## src/hdl/tcs_pkg.sv

```systemverilog
// Constants shared by the signaling change and frame status register block.
package tcs_pkg;
    localparam int TCS_SLOTS = 24;
    localparam int TCS_SLOT_W = 5;
    localparam int TCS_SIG_W = 4;
    localparam int TCS_ADDR_W = 16;
    localparam int TCS_IDX_W = 14;
    localparam int TCS_DATA_W = 32;
    localparam int TCS_REG_W = 8;
    localparam int TCS_IRQ_W = 3;

    // Register indices; the byte address is four times the index.
    localparam logic [TCS_IDX_W-1:0] TCS_IDX_CHG0 = 14'h010d;
    localparam logic [TCS_IDX_W-1:0] TCS_IDX_CHG1 = 14'h010e;
    localparam logic [TCS_IDX_W-1:0] TCS_IDX_CHG2 = 14'h010f;
    localparam logic [TCS_IDX_W-1:0] TCS_IDX_FRAME = 14'h0113;
    localparam logic [TCS_IDX_W-1:0] TCS_IDX_CTRL = 14'h0120;
    localparam logic [TCS_IDX_W-1:0] TCS_IDX_IRQ_STAT = 14'h0121;
    localparam logic [TCS_IDX_W-1:0] TCS_IDX_IRQ_MASK = 14'h0122;

    // Field positions.
    localparam int TCS_FRAME_IN_BIT = 7;
    localparam int TCS_CTRL_CAS_EN_BIT = 0;
    localparam int TCS_IRQ_CHG_BIT = 0;
    localparam int TCS_IRQ_LOF_BIT = 1;
    localparam int TCS_IRQ_REGAIN_BIT = 2;

    // Reset values.
    localparam logic [TCS_REG_W-1:0] TCS_CHG_RESET = 8'h00;
    localparam logic TCS_IN_FRAME_RESET = 1'b0;
    localparam logic TCS_CAS_EN_RESET = 1'b0;
    localparam logic [TCS_IRQ_W-1:0] TCS_IRQ_RESET = 3'h0;
    localparam logic [TCS_SIG_W-1:0] TCS_SIG_RESET = 4'h0;
endpackage

```

## src/hdl/tcs_flag_if.sv

```systemverilog
// Interface between the bus side and the per-slot change detector.
`timescale 1ns/1ps
`default_nettype none
interface tcs_flag_if;
    import tcs_pkg::*;
    logic sig_valid;
    logic [TCS_SLOT_W-1:0] sig_slot;
    logic [TCS_SIG_W-1:0] sig_data;
    logic enable;
    logic [TCS_SLOTS-1:0] rd_clear;
    logic [TCS_SLOTS-1:0] flags;
    logic new_event;
    modport det (
        input sig_valid, sig_slot, sig_data, enable, rd_clear,
        output flags, new_event
    );
    modport ctl (
        output sig_valid, sig_slot, sig_data, enable, rd_clear,
        input flags, new_event
    );
endinterface
`default_nettype wire

```

## src/hdl/tcs_change_detect.sv

```systemverilog
// Per-slot signaling change detector with sticky flags.
`timescale 1ns/1ps
`default_nettype none
module tcs_change_detect
    import tcs_pkg::*;
(
    input wire logic pclk,
    input wire logic presetn,
    tcs_flag_if.det fi
);
    logic [TCS_SLOTS-1:0] set_vec;

    for (genvar g = 0; g < TCS_SLOTS; g++) begin : g_slot
        logic [TCS_SIG_W-1:0] last_r;
        logic [TCS_SIG_W-1:0] last_nxt;
        logic flag_r;
        logic flag_nxt;
        logic hit;
        always_comb begin
            hit = fi.enable && fi.sig_valid && (fi.sig_slot == TCS_SLOT_W'(g));
            last_nxt = hit ? fi.sig_data : last_r;
            set_vec[g] = hit && (fi.sig_data != last_r);
            // Set wins over a read clear in the same cycle.
            flag_nxt = fi.enable && (set_vec[g] || (flag_r && !fi.rd_clear[g]));
        end
        always_ff @(posedge pclk or negedge presetn) begin
            if (!presetn) begin
                last_r <= TCS_SIG_RESET;
                flag_r <= 1'b0;
            end else begin
                last_r <= last_nxt;
                flag_r <= flag_nxt;
            end
        end
        assign fi.flags[g] = flag_r;
    end

    assign fi.new_event = |set_vec;

    flag_set_a: assert property (@(posedge pclk) disable iff (!presetn)
        set_vec[0] |=> fi.flags[0]) else $error("slot 0 change not flagged");
    flag_hold_a: assert property (@(posedge pclk) disable iff (!presetn)
        fi.flags[5] && !fi.rd_clear[5] && fi.enable |=> fi.flags[5])
        else $error("flag lost without read");
    flag_off_a: assert property (@(posedge pclk) disable iff (!presetn)
        !fi.enable |=> fi.flags == '0) else $error("flags active while disabled");
endmodule
`default_nettype wire

```

## src/hdl/tcs_regs.sv

```systemverilog
// APB register bank for signaling change flags, frame state and interrupts.
`timescale 1ns/1ps
`default_nettype none
module tcs_regs (
    input wire logic pclk,
    input wire logic presetn,
    input wire logic psel,
    input wire logic penable,
    input wire logic pwrite,
    input wire logic [tcs_pkg::TCS_ADDR_W-1:0] paddr,
    input wire logic [tcs_pkg::TCS_DATA_W-1:0] pwdata,
    output logic [tcs_pkg::TCS_DATA_W-1:0] prdata,
    output logic pready,
    output logic pslverr,
    input wire logic sig_valid,
    input wire logic [tcs_pkg::TCS_SLOT_W-1:0] sig_slot,
    input wire logic [tcs_pkg::TCS_SIG_W-1:0] sig_data,
    input wire logic in_frame,
    output logic irq
);
    import tcs_pkg::*;

    ////////////////////////////////////////////////////////////////////////////////
    // Change detector.
    tcs_flag_if fi ();
    logic cas_en_r;
    logic cas_en_nxt;
    logic [TCS_SLOTS-1:0] rd_clear;

    assign fi.sig_valid = sig_valid;
    assign fi.sig_slot = sig_slot;
    assign fi.sig_data = sig_data;
    assign fi.enable = cas_en_r;
    assign fi.rd_clear = rd_clear;

    tcs_change_detect u_det (
        .pclk(pclk),
        .presetn(presetn),
        .fi(fi)
    );

    ////////////////////////////////////////////////////////////////////////////////
    // Address decode.
    logic [TCS_IDX_W-1:0] idx;
    logic hit_chg0;
    logic hit_chg1;
    logic hit_chg2;
    logic hit_frame;
    logic hit_ctrl;
    logic hit_stat;
    logic hit_mask;
    logic mapped;
    logic done;
    logic wr_done;
    logic rd_done;

    always_comb begin
        idx = paddr[TCS_ADDR_W-1:2];
        hit_chg0 = (idx == TCS_IDX_CHG0) && (paddr[1:0] == 2'h0);
        hit_chg1 = (idx == TCS_IDX_CHG1) && (paddr[1:0] == 2'h0);
        hit_chg2 = (idx == TCS_IDX_CHG2) && (paddr[1:0] == 2'h0);
        hit_frame = (idx == TCS_IDX_FRAME) && (paddr[1:0] == 2'h0);
        hit_ctrl = (idx == TCS_IDX_CTRL) && (paddr[1:0] == 2'h0);
        hit_stat = (idx == TCS_IDX_IRQ_STAT) && (paddr[1:0] == 2'h0);
        hit_mask = (idx == TCS_IDX_IRQ_MASK) && (paddr[1:0] == 2'h0);
        mapped = hit_chg0 | hit_chg1 | hit_chg2 | hit_frame | hit_ctrl | hit_stat | hit_mask;
        done = psel && penable && pready;
        wr_done = done && pwrite && mapped;
        rd_done = done && !pwrite && mapped;
    end

    ////////////////////////////////////////////////////////////////////////////////
    // Read data mapping: lowest slot of each group sits in bit 7.
    logic [TCS_REG_W-1:0] chg_byte [3];
    logic [TCS_DATA_W-1:0] rd_val;
    logic in_frame_r;
    logic [TCS_IRQ_W-1:0] stat_r;
    logic [TCS_IRQ_W-1:0] mask_r;

    always_comb begin
        for (int r = 0; r < 3; r++) begin
            for (int b = 0; b < TCS_REG_W; b++) begin
                chg_byte[r][TCS_REG_W-1-b] = fi.flags[r*TCS_REG_W+b];
            end
        end
        rd_val = '0;
        if (hit_chg0) begin
            rd_val[TCS_REG_W-1:0] = chg_byte[0];
        end else if (hit_chg1) begin
            rd_val[TCS_REG_W-1:0] = chg_byte[1];
        end else if (hit_chg2) begin
            rd_val[TCS_REG_W-1:0] = chg_byte[2];
        end else if (hit_frame) begin
            rd_val[TCS_FRAME_IN_BIT] = in_frame_r;
        end else if (hit_ctrl) begin
            rd_val[TCS_CTRL_CAS_EN_BIT] = cas_en_r;
        end else if (hit_stat) begin
            rd_val[TCS_IRQ_W-1:0] = stat_r;
        end else if (hit_mask) begin
            rd_val[TCS_IRQ_W-1:0] = mask_r;
        end
    end

    ////////////////////////////////////////////////////////////////////////////////
    // Bus answer: one wait state, data and error come from flops.
    logic pready_nxt;
    logic [TCS_DATA_W-1:0] prdata_nxt;
    logic pslverr_nxt;

    always_comb begin
        pready_nxt = psel && penable && !pready;
        prdata_nxt = pready_nxt && !pwrite ? rd_val : '0;
        pslverr_nxt = pready_nxt && !mapped;
    end

    always_ff @(posedge pclk or negedge presetn) begin
        if (!presetn) begin
            pready <= 1'b0;
            prdata <= '0;
            pslverr <= 1'b0;
        end else begin
            pready <= pready_nxt;
            prdata <= prdata_nxt;
            pslverr <= pslverr_nxt;
        end
    end

    ////////////////////////////////////////////////////////////////////////////////
    // Read clear at the completing edge: only flags that the read returned are cleared,
    // so a change that lands after the data were taken is kept for the next read.
    always_comb begin
        rd_clear = '0;
        for (int b = 0; b < TCS_REG_W; b++) begin
            if (rd_done && hit_chg0) begin
                rd_clear[b] = prdata[TCS_REG_W-1-b];
            end
            if (rd_done && hit_chg1) begin
                rd_clear[TCS_REG_W+b] = prdata[TCS_REG_W-1-b];
            end
            if (rd_done && hit_chg2) begin
                rd_clear[2*TCS_REG_W+b] = prdata[TCS_REG_W-1-b];
            end
        end
    end

    ////////////////////////////////////////////////////////////////////////////////
    // Control, frame state and interrupt registers.
    logic in_frame_nxt;
    logic [TCS_IRQ_W-1:0] stat_nxt;
    logic [TCS_IRQ_W-1:0] mask_nxt;
    logic [TCS_IRQ_W-1:0] ev;
    logic irq_nxt;

    always_comb begin
        in_frame_nxt = in_frame;
        cas_en_nxt = cas_en_r;
        mask_nxt = mask_r;
        if (wr_done && hit_ctrl) begin
            cas_en_nxt = pwdata[TCS_CTRL_CAS_EN_BIT];
        end
        if (wr_done && hit_mask) begin
            mask_nxt = pwdata[TCS_IRQ_W-1:0];
        end
        ev = '0;
        ev[TCS_IRQ_CHG_BIT] = fi.new_event;
        ev[TCS_IRQ_LOF_BIT] = in_frame_r && !in_frame;
        ev[TCS_IRQ_REGAIN_BIT] = !in_frame_r && in_frame;
        stat_nxt = stat_r;
        if (wr_done && hit_stat) begin
            stat_nxt = stat_r & ~pwdata[TCS_IRQ_W-1:0];
        end
        stat_nxt = stat_nxt | ev;
        irq_nxt = |(stat_nxt & mask_nxt);
    end

    always_ff @(posedge pclk or negedge presetn) begin
        if (!presetn) begin
            in_frame_r <= TCS_IN_FRAME_RESET;
            cas_en_r <= TCS_CAS_EN_RESET;
            stat_r <= TCS_IRQ_RESET;
            mask_r <= TCS_IRQ_RESET;
            irq <= 1'b0;
        end else begin
            in_frame_r <= in_frame_nxt;
            cas_en_r <= cas_en_nxt;
            stat_r <= stat_nxt;
            mask_r <= mask_nxt;
            irq <= irq_nxt;
        end
    end

    ////////////////////////////////////////////////////////////////////////////////
    // Checks.
    chg0_order_a: assert property (@(posedge pclk) disable iff (!presetn)
        hit_chg0 |-> rd_val[7] == fi.flags[0] && rd_val[0] == fi.flags[7])
        else $error("slot order wrong in first change register");
    chg1_order_a: assert property (@(posedge pclk) disable iff (!presetn)
        hit_chg1 |-> rd_val[7] == fi.flags[8] && rd_val[0] == fi.flags[15])
        else $error("slot order wrong in second change register");
    chg2_order_a: assert property (@(posedge pclk) disable iff (!presetn)
        hit_chg2 |-> rd_val[7] == fi.flags[16] && rd_val[0] == fi.flags[23])
        else $error("slot order wrong in third change register");
    read_clear_a: assert property (@(posedge pclk) disable iff (!presetn)
        rd_done && hit_chg1 && !fi.new_event |=>
        (chg_byte[1] & $past(prdata[TCS_REG_W-1:0])) == 8'h00)
        else $error("change flags not cleared by read");
    late_change_a: assert property (@(posedge pclk) disable iff (!presetn)
        rd_done && hit_chg0 && fi.flags[0] && !prdata[7] |=> fi.flags[0])
        else $error("unreported change lost by read");
    frame_track_a: assert property (@(posedge pclk) disable iff (!presetn)
        in_frame ##1 in_frame |-> in_frame_r) else $error("in-frame not shown");
    frame_lof_a: assert property (@(posedge pclk) disable iff (!presetn)
        !in_frame |=> !in_frame_r) else $error("loss of frame not shown");
    frame_rsvd_a: assert property (@(posedge pclk) disable iff (!presetn)
        hit_frame |-> rd_val[6:0] == 7'h00) else $error("reserved bits not zero");
    cas_gate_a: assert property (@(posedge pclk) disable iff (!presetn)
        !cas_en_r |-> !fi.new_event) else $error("change seen while disabled");
    slave_answer_a: assert property (@(posedge pclk) disable iff (!presetn)
        psel && !penable ##1 psel && penable |-> !pready ##1 pready)
        else $error("answer not after one wait state");
    irq_level_a: assert property (@(posedge pclk) disable iff (!presetn)
        |(stat_r & mask_r) |-> irq) else $error("interrupt not raised");
endmodule
`default_nettype wire

```

## config.mk

```make
export PLATFORM = sky130hd
export DESIGN_NAME = tcs_regs
export DESIGN_NICKNAME = d
export VERILOG_FILES = /design/src/hdl/tcs_pkg.sv /design/src/hdl/tcs_flag_if.sv /design/src/hdl/tcs_change_detect.sv /design/src/hdl/tcs_regs.sv
export SDC_FILE = /design/constraint.sdc
export NUM_CORES = 1
export LEC_CHECK = 0
export ABC_AREA = 1
export BUFFER_PORTS_ARGS = -buffer_cell sky130_fd_sc_hd__buf_2
export CAP_MARGIN = 15
export CORE_MARGIN = 1
export CORE_UTILIZATION = 51
export DETAILED_ROUTE_END_ITERATION = 16
export GPL_TIMING_DRIVEN = 0
export MAX_ROUTING_LAYER = met4
export PLACE_DENSITY = 0.7
export SLEW_MARGIN = 5
export SYNTH_ARGS = -nofsm -noshare
export SYNTH_HDL_FRONTEND = slang
export SYNTH_SLANG_ARGS = --single-unit
```

## constraint.sdc

```tcl
create_clock -name pclk -period 2.8 [get_ports pclk]
set_clock_uncertainty 0.1 [all_clocks]
set_input_delay 0.56 -clock pclk [delete_from_list [all_inputs] [get_ports pclk]]
set_output_delay 0.56 -clock pclk [all_outputs]
set_load 0.05 [all_outputs]
```

* Yosys cells after proc, flatten, opt, wreduce, memory -nomap -nowiden
Cells that the tools add are included.
** Storage, ports and cells
- Flip-flop bits (word level) :: 139
- Input port bits :: 64
- Output and inout port bits :: 35
** Operators by class
- Bitwise operators :: 10
- Muxes and demuxes :: 38
- Reduce and logical (&&, ||, !) cells :: 178
- Equality and inequality tests :: 54
** Operators with widths (number)
- $logic_and A1 B1 Y1 :: 121
- $eq A14 B9 Y1 const B :: 7
- $ne A4 B4 Y1 :: 24
- $eq A5 B4 Y1 const B :: 8
- $eq A5 B5 Y1 const B :: 8
- $logic_not A1 Y1 :: 29
- $mux W1 :: 27
- $logic_or A1 B1 Y1 :: 24
- $mux W8 :: 3
- $reduce_or A24 Y1 :: 1
- $eq A5 B3 Y1 const B :: 4
- $mux W3 :: 6
- $eq A5 B2 Y1 const B :: 2
- $and A3 B3 Y3 :: 2
- $or A1 B1 Y1 :: 6
- $eq A5 B1 Y1 const B :: 1
- $logic_not A5 Y1 :: 1
- $mux W4 :: 1
- $not A3 Y3 :: 1
- $or A3 B3 Y3 :: 1
- $reduce_or A3 Y1 :: 1
- $logic_not A2 Y1 :: 1
- $mux W2 :: 1

* Logic depth before layout (Yosys ltp)
- Depth in word-level cells :: 15
- Depth in mapped cells :: 15

* Modules after synthesis
A second synthesis with hierarchy kept.
** Second synthesis, totals
- Cells, all modules :: 1143
- Area, all modules :: 8200.4 µm²
** By module, submodules not included
- tcs_change_detect :: times used 1, cells an instance 898, area each 6567.5 µm²
- tcs_regs :: times used 1, cells an instance 245, area each 1632.8 µm²

* Worst setup path after synthesis
OpenSTA, ideal clock, no wires.
- Path kind :: in2reg
- Start point :: input paddr[9] (netlist bit)
- End point :: register u_det.g_slot[0].flag_r
- Required time :: 2564 ps
- Path buffers :: 1
- Data arrival time :: 1732 ps
- Stages :: 11
- Path slack :: 832 ps
- Path through :: nor2_1 -> nand2_1 -> nor2_4 -> nand2_1 -> nor2_2 -> nor2_1 -> nand3_2 -> buf_4 -> nand4_1 -> nand2_1 -> a21oi_1
** Between the ends
- Word-level cells in the longest chain between the ends :: 15
** Ends and longest elaborated chain
- start, declared :: RTL line tcs_regs.sv:10 : input wire logic [tcs_pkg::TCS_ADDR_W-1:0] paddr,
- $eq A14 B9 Y1, on equally long branches :: RTL line tcs_regs.sv:59, tcs_regs.sv:60
- $logic_and A1 B1 Y1, on equally long branches :: RTL line tcs_regs.sv:59, tcs_regs.sv:60
- $or A1 B1 Y1 (6 in series) :: RTL line tcs_regs.sv:66 : mapped = hit_chg0 | hit_chg1 | hit_chg2 | hit_frame | hit_ctrl | hit_stat | hit_mask;
- $logic_and A1 B1 Y1 :: RTL line tcs_regs.sv:69 : rd_done = done && !pwrite && mapped;
- $logic_and A1 B1 Y1 (*) :: RTL line tcs_regs.sv:134 : if (rd_done && hit_chg0) begin
- $mux W1 (*) :: RTL line tcs_regs.sv:134
- $logic_not A1 Y1 (*) :: RTL line tcs_change_detect.sv:24 : flag_nxt = fi.enable && (set_vec[g] || (flag_r && !fi.rd_clear[g]));
- $logic_and A1 B1 Y1 (*) :: RTL line tcs_change_detect.sv:24
- $logic_or A1 B1 Y1 (*) :: RTL line tcs_change_detect.sv:24
- $logic_and A1 B1 Y1 (*) :: RTL line tcs_change_detect.sv:24
- net u_det.g_slot[0].flag_nxt :: RTL line tcs_change_detect.sv:17 : logic flag_nxt;
- end signal, assigned :: RTL line tcs_change_detect.sv:32 : flag_r <= flag_nxt;
- end, declared :: RTL line tcs_change_detect.sv:16 : logic flag_r;
The timed path passes the listed nets; every way through them passes the cells marked *.
A chain may end at the register's enable or synchronous reset.

* Worst setup path in the final report
- Start point :: input sig_data[3] (netlist bit)
- End point :: register irq
** Between the ends
- Word-level cells in the longest chain between the ends :: 6
** Ends and longest elaborated chain
- start, declared :: RTL line tcs_regs.sv:17 : input wire logic [tcs_pkg::TCS_SIG_W-1:0] sig_data,
- $ne A4 B4 Y1 :: RTL line tcs_change_detect.sv:22 : set_vec[g] = hit && (fi.sig_data != last_r);
- $logic_and A1 B1 Y1 :: RTL line tcs_change_detect.sv:22
- $reduce_or A24 Y1 (*) :: RTL line tcs_change_detect.sv:38 : assign fi.new_event = |set_vec;
- $or A3 B3 Y3 (*) :: RTL line tcs_regs.sv:172 : stat_nxt = stat_nxt | ev;
- net stat_nxt[0] :: RTL line tcs_regs.sv:149 : logic [TCS_IRQ_W-1:0] stat_nxt;
- $and A3 B3 Y3 (*) :: RTL line tcs_regs.sv:173 : irq_nxt = |(stat_nxt & mask_nxt);
- $reduce_or A3 Y1 (*) :: RTL line tcs_regs.sv:173
- net irq_nxt :: RTL line tcs_regs.sv:152 : logic irq_nxt;
- end signal, assigned :: RTL line tcs_regs.sv:188 : irq <= irq_nxt;
- end, declared :: RTL line tcs_regs.sv:19 : output logic irq
Marked as above.

==> impl_metrics.csv <==
group,metric,value,unit
power_and_ir_drop,power_density,529.9,nW/um^2
sta,max_freq,460.0,MHz
sta,worst_pin_slew,0.7299,ns
floorplanning,die_height,126.6,um
synthesis,ys_seq_elements,139,
floorplanning,die_w,126.6,um
power_and_ir_drop,p_seq_share,41.7,%
sta,post-route-min-period,2.174,ns
status,status,"finished, violations left",
global_routing,grt_remaining_overflow,0,
critical_path,cp_max_fo,10,
cells_and_area,mostFrequentLayoutCells,"nand2_1 (395), dfrtp_1 (139), inv_1 (108)",
place,dp_hpwl,14.38,mm
global_routing,grt_pass1_wl,32.91,mm
global_routing,grt_max_degree,85,
global_routing,grt_util_all_layers,27.98,%
power_and_ir_drop,leakage,4.652,nW
route,postRouteAntennaNets,0,
synthesis,synth_cell_type_count,30,
critical_path,worstPathArrival,2.39,ns
sta,slew_headroom,51.34,%
route,wl,20.40,mm
critical_path,worstSetupEndpointType,"flop",
critical_path,cp-start-kind,"input port",
synthesis,yosys_warnings,0,
critical_path,setup.worst_path.start,"sig_data[3]",
floorplanning,initial_core_util,52.09,%
route,firstDrtPassIters,5,
clock_network,cts_tree,"built",
route,wl_per_cell,15.14,um
floorplanning,rows,45,
route,via_count,6894,
clock_network,holdBufCountCts,0,
floorplanning,die_area,16030,sq um
cells_and_area,layout_commonest_cell,"nand2_1",
synthesis,ys_seq_area_share,43.92,%
global_routing,use_met1,36.53,%
sta,setup_viol,0,
place,routabilityCongestion,0.9219,
critical_path,r2r_cells,8,
route,drc,0,
power_and_ir_drop,power.internal,3.701,mW
floorplanning,ioPinCount,99,
synthesis,synth_top_area_share,43.92,%
floorplanning,coreArea,15200,sq um
power_and_ir_drop,irDropWorstVdd,0.4377,mV
synthesis,synthTopCellsByArea,"dfrtp_1 (44%), nand2_1 (19%), inv_1 (5.1%), o21ai_0 (5.1%), xor2_1 (3.6%)",
synthesis,synthCells,1062,
clock_network,cts_inserted_buffers,17,
sta,finalCritPeriodShare,77.64,%
sta,fin_hold_ws,-0.01522,ns
critical_path,crit_type,"in -> reg",
status,violations,"hold timing",
clock_network,cts.htree.levels,4,
clock_network,cts_root_buffer,"clkbuf_16",
clock_network,clk_pin_slew,0.06,ns
power_and_ir_drop,switchingPower,1.127,mW
place,port_buffers,43,
min_path,hold_path.class,"in -> async",
global_routing,grt_antenna_before_repair,0,
sta,rsz0062_at_grt,"false",
cells_and_area,drive_gt1_share,15.44,%
power_and_ir_drop,netSwitchingFraction,23.34,%
clock_network,post_cts_buffers,0,
sta,setup_ws,0.6260,ns
global_routing,grt_pass1_vias,6354,
synthesis,syn_area_per_cell,7.457,sq um
global_routing,met2_usage,43.35,%
place,place_ws,0.2122,ns
flow_run,drv_cap,0,
sta,maxSlewViolCount,0,
synthesis,syn-cell-area,7919,sq um
cells_and_area,antennaDiodeCount,0,
power_and_ir_drop,comb_power_share,8.5,%
critical_path,r2r_start,"pready",
global_routing,grt.met3_usage,4.808,%
route,viasPerCell,5.118,
synthesis,yosysTopAreaCell,"dfrtp_1",
clock_network,clock_sinks,139,
route,drt-initial-drc-count,555,
cells_and_area,area_growth,15.04,%
critical_path,required,3.01,ns
power_and_ir_drop,power_frac_clock,49.8,%
clock_network,cts_buffer_depth,2,
clock_network,clk_latency,0.42,ns
cells_and_area,layout.nets,1212,
sta,hold_viol,3,
clock_network,cts_resized,0,
global_routing,busiest_layer,"met2",
power groups by stage:
stage,Combinational (mW),Clock [mW],Sequential [mW]
final,0.409,2.41,2.01
after global routing,0.451,2.52,2.01
after CTS,0.410,2.43,2.01
after detailed placement,0.409,0,2.05
after floorplan,0.255,0,2.06
after global placement,0.401,0,2.05
final timing paths:
check / to / slack (ns)
min: irq / -0.02
min reg2reg: pready / 0.38
max in group asynchronous: u_det.g_slot[6].last_r[1] / 1.80
max reg2reg: u_det.g_slot[7].flag_r / 0.71
max: irq / 0.63
min in group pclk: in_frame_r / 0.16
worst max-delay path: stages:
cell and delay [ns]:
buf_2 0.14, clkbuf_1 0.55, xor2_1 0.15, nor2_1 0.12, nand2_1 0.05, nand2_1 0.12, nand2_1 0.06, nor2_1 0.13
nand2_1 0.06, nor2_1 0.16, nand3_2 0.12, nand2_2 0.09, nand3_2 0.06
area by class of cell:
class                      instances  area, sq um
buffer                            56        335.3
clock buffer                      21        450.4
clock inverter                     9        170.2
fill                            1394         6092
inverter                         114        427.9
multi-input combinational        776         3764
sequential                       139         3478
tap                              188        235.2
timing repair buffer              44        249.0
layer usage:
layer | vias to the layer above | share of wire, %
li1 | 3440 | -
met1 | 3192 | 46
met2 | 221 | 46
met3 | 41 | 5.6
met4 | 0 | 2.6
met5 | - | 0
state kept, by name, summed over array words and instances (netlist names):
name,flops
pslverr,1
prdata,8
stat_r,3
u_det.g_slot.last_r,96
pready,1
irq,1
in_frame_r,1
mask_r,3
cas_en_r,1
u_det.g_slot.flag_r,24
Yosys cell counts, drive strengths merged:
cell type and count:
o211ai 2, o21ai 81, o221a 2, xor2 33, nand3 25, o21a 30, or2 1, a21oi 35
nor3 5, a31oi 4, buf 44, nand2 412, inv 114, nor2 104, conb 1, clkbuf 12
nand4 17, nand3b 1, dfrtp 139
cells by family after synthesis:
logic type,Yosys count,synth area share [%]
simple gates,565,31.77
compound gates,154,10.97
buf+inv,170,9.638
flops,139,43.92
xor+xnor,33,3.650
other cells,1,0.04736
metrics by stage:
stage / power [mW] / std cells / setup TNS [ns] / util [%] / instance area [sq um]
CTS: 4.852 / 1347 / 0 / 59.93 / 9110
finish: 4.828 / 1347 / 0 / 59.93 / 9110
global placement: 2.450 / 1316 / -137.13 / 55.62 / 8456
floorplan: 2.310 / 1085 / 0 / - / 8005
detailed placement: 2.458 / 1317 / 0 / 55.84 / 8489
global route: 4.979 / 1347 / 0 / 59.93 / 9110
No activity file was read; power rests on OpenSTA's default activity.
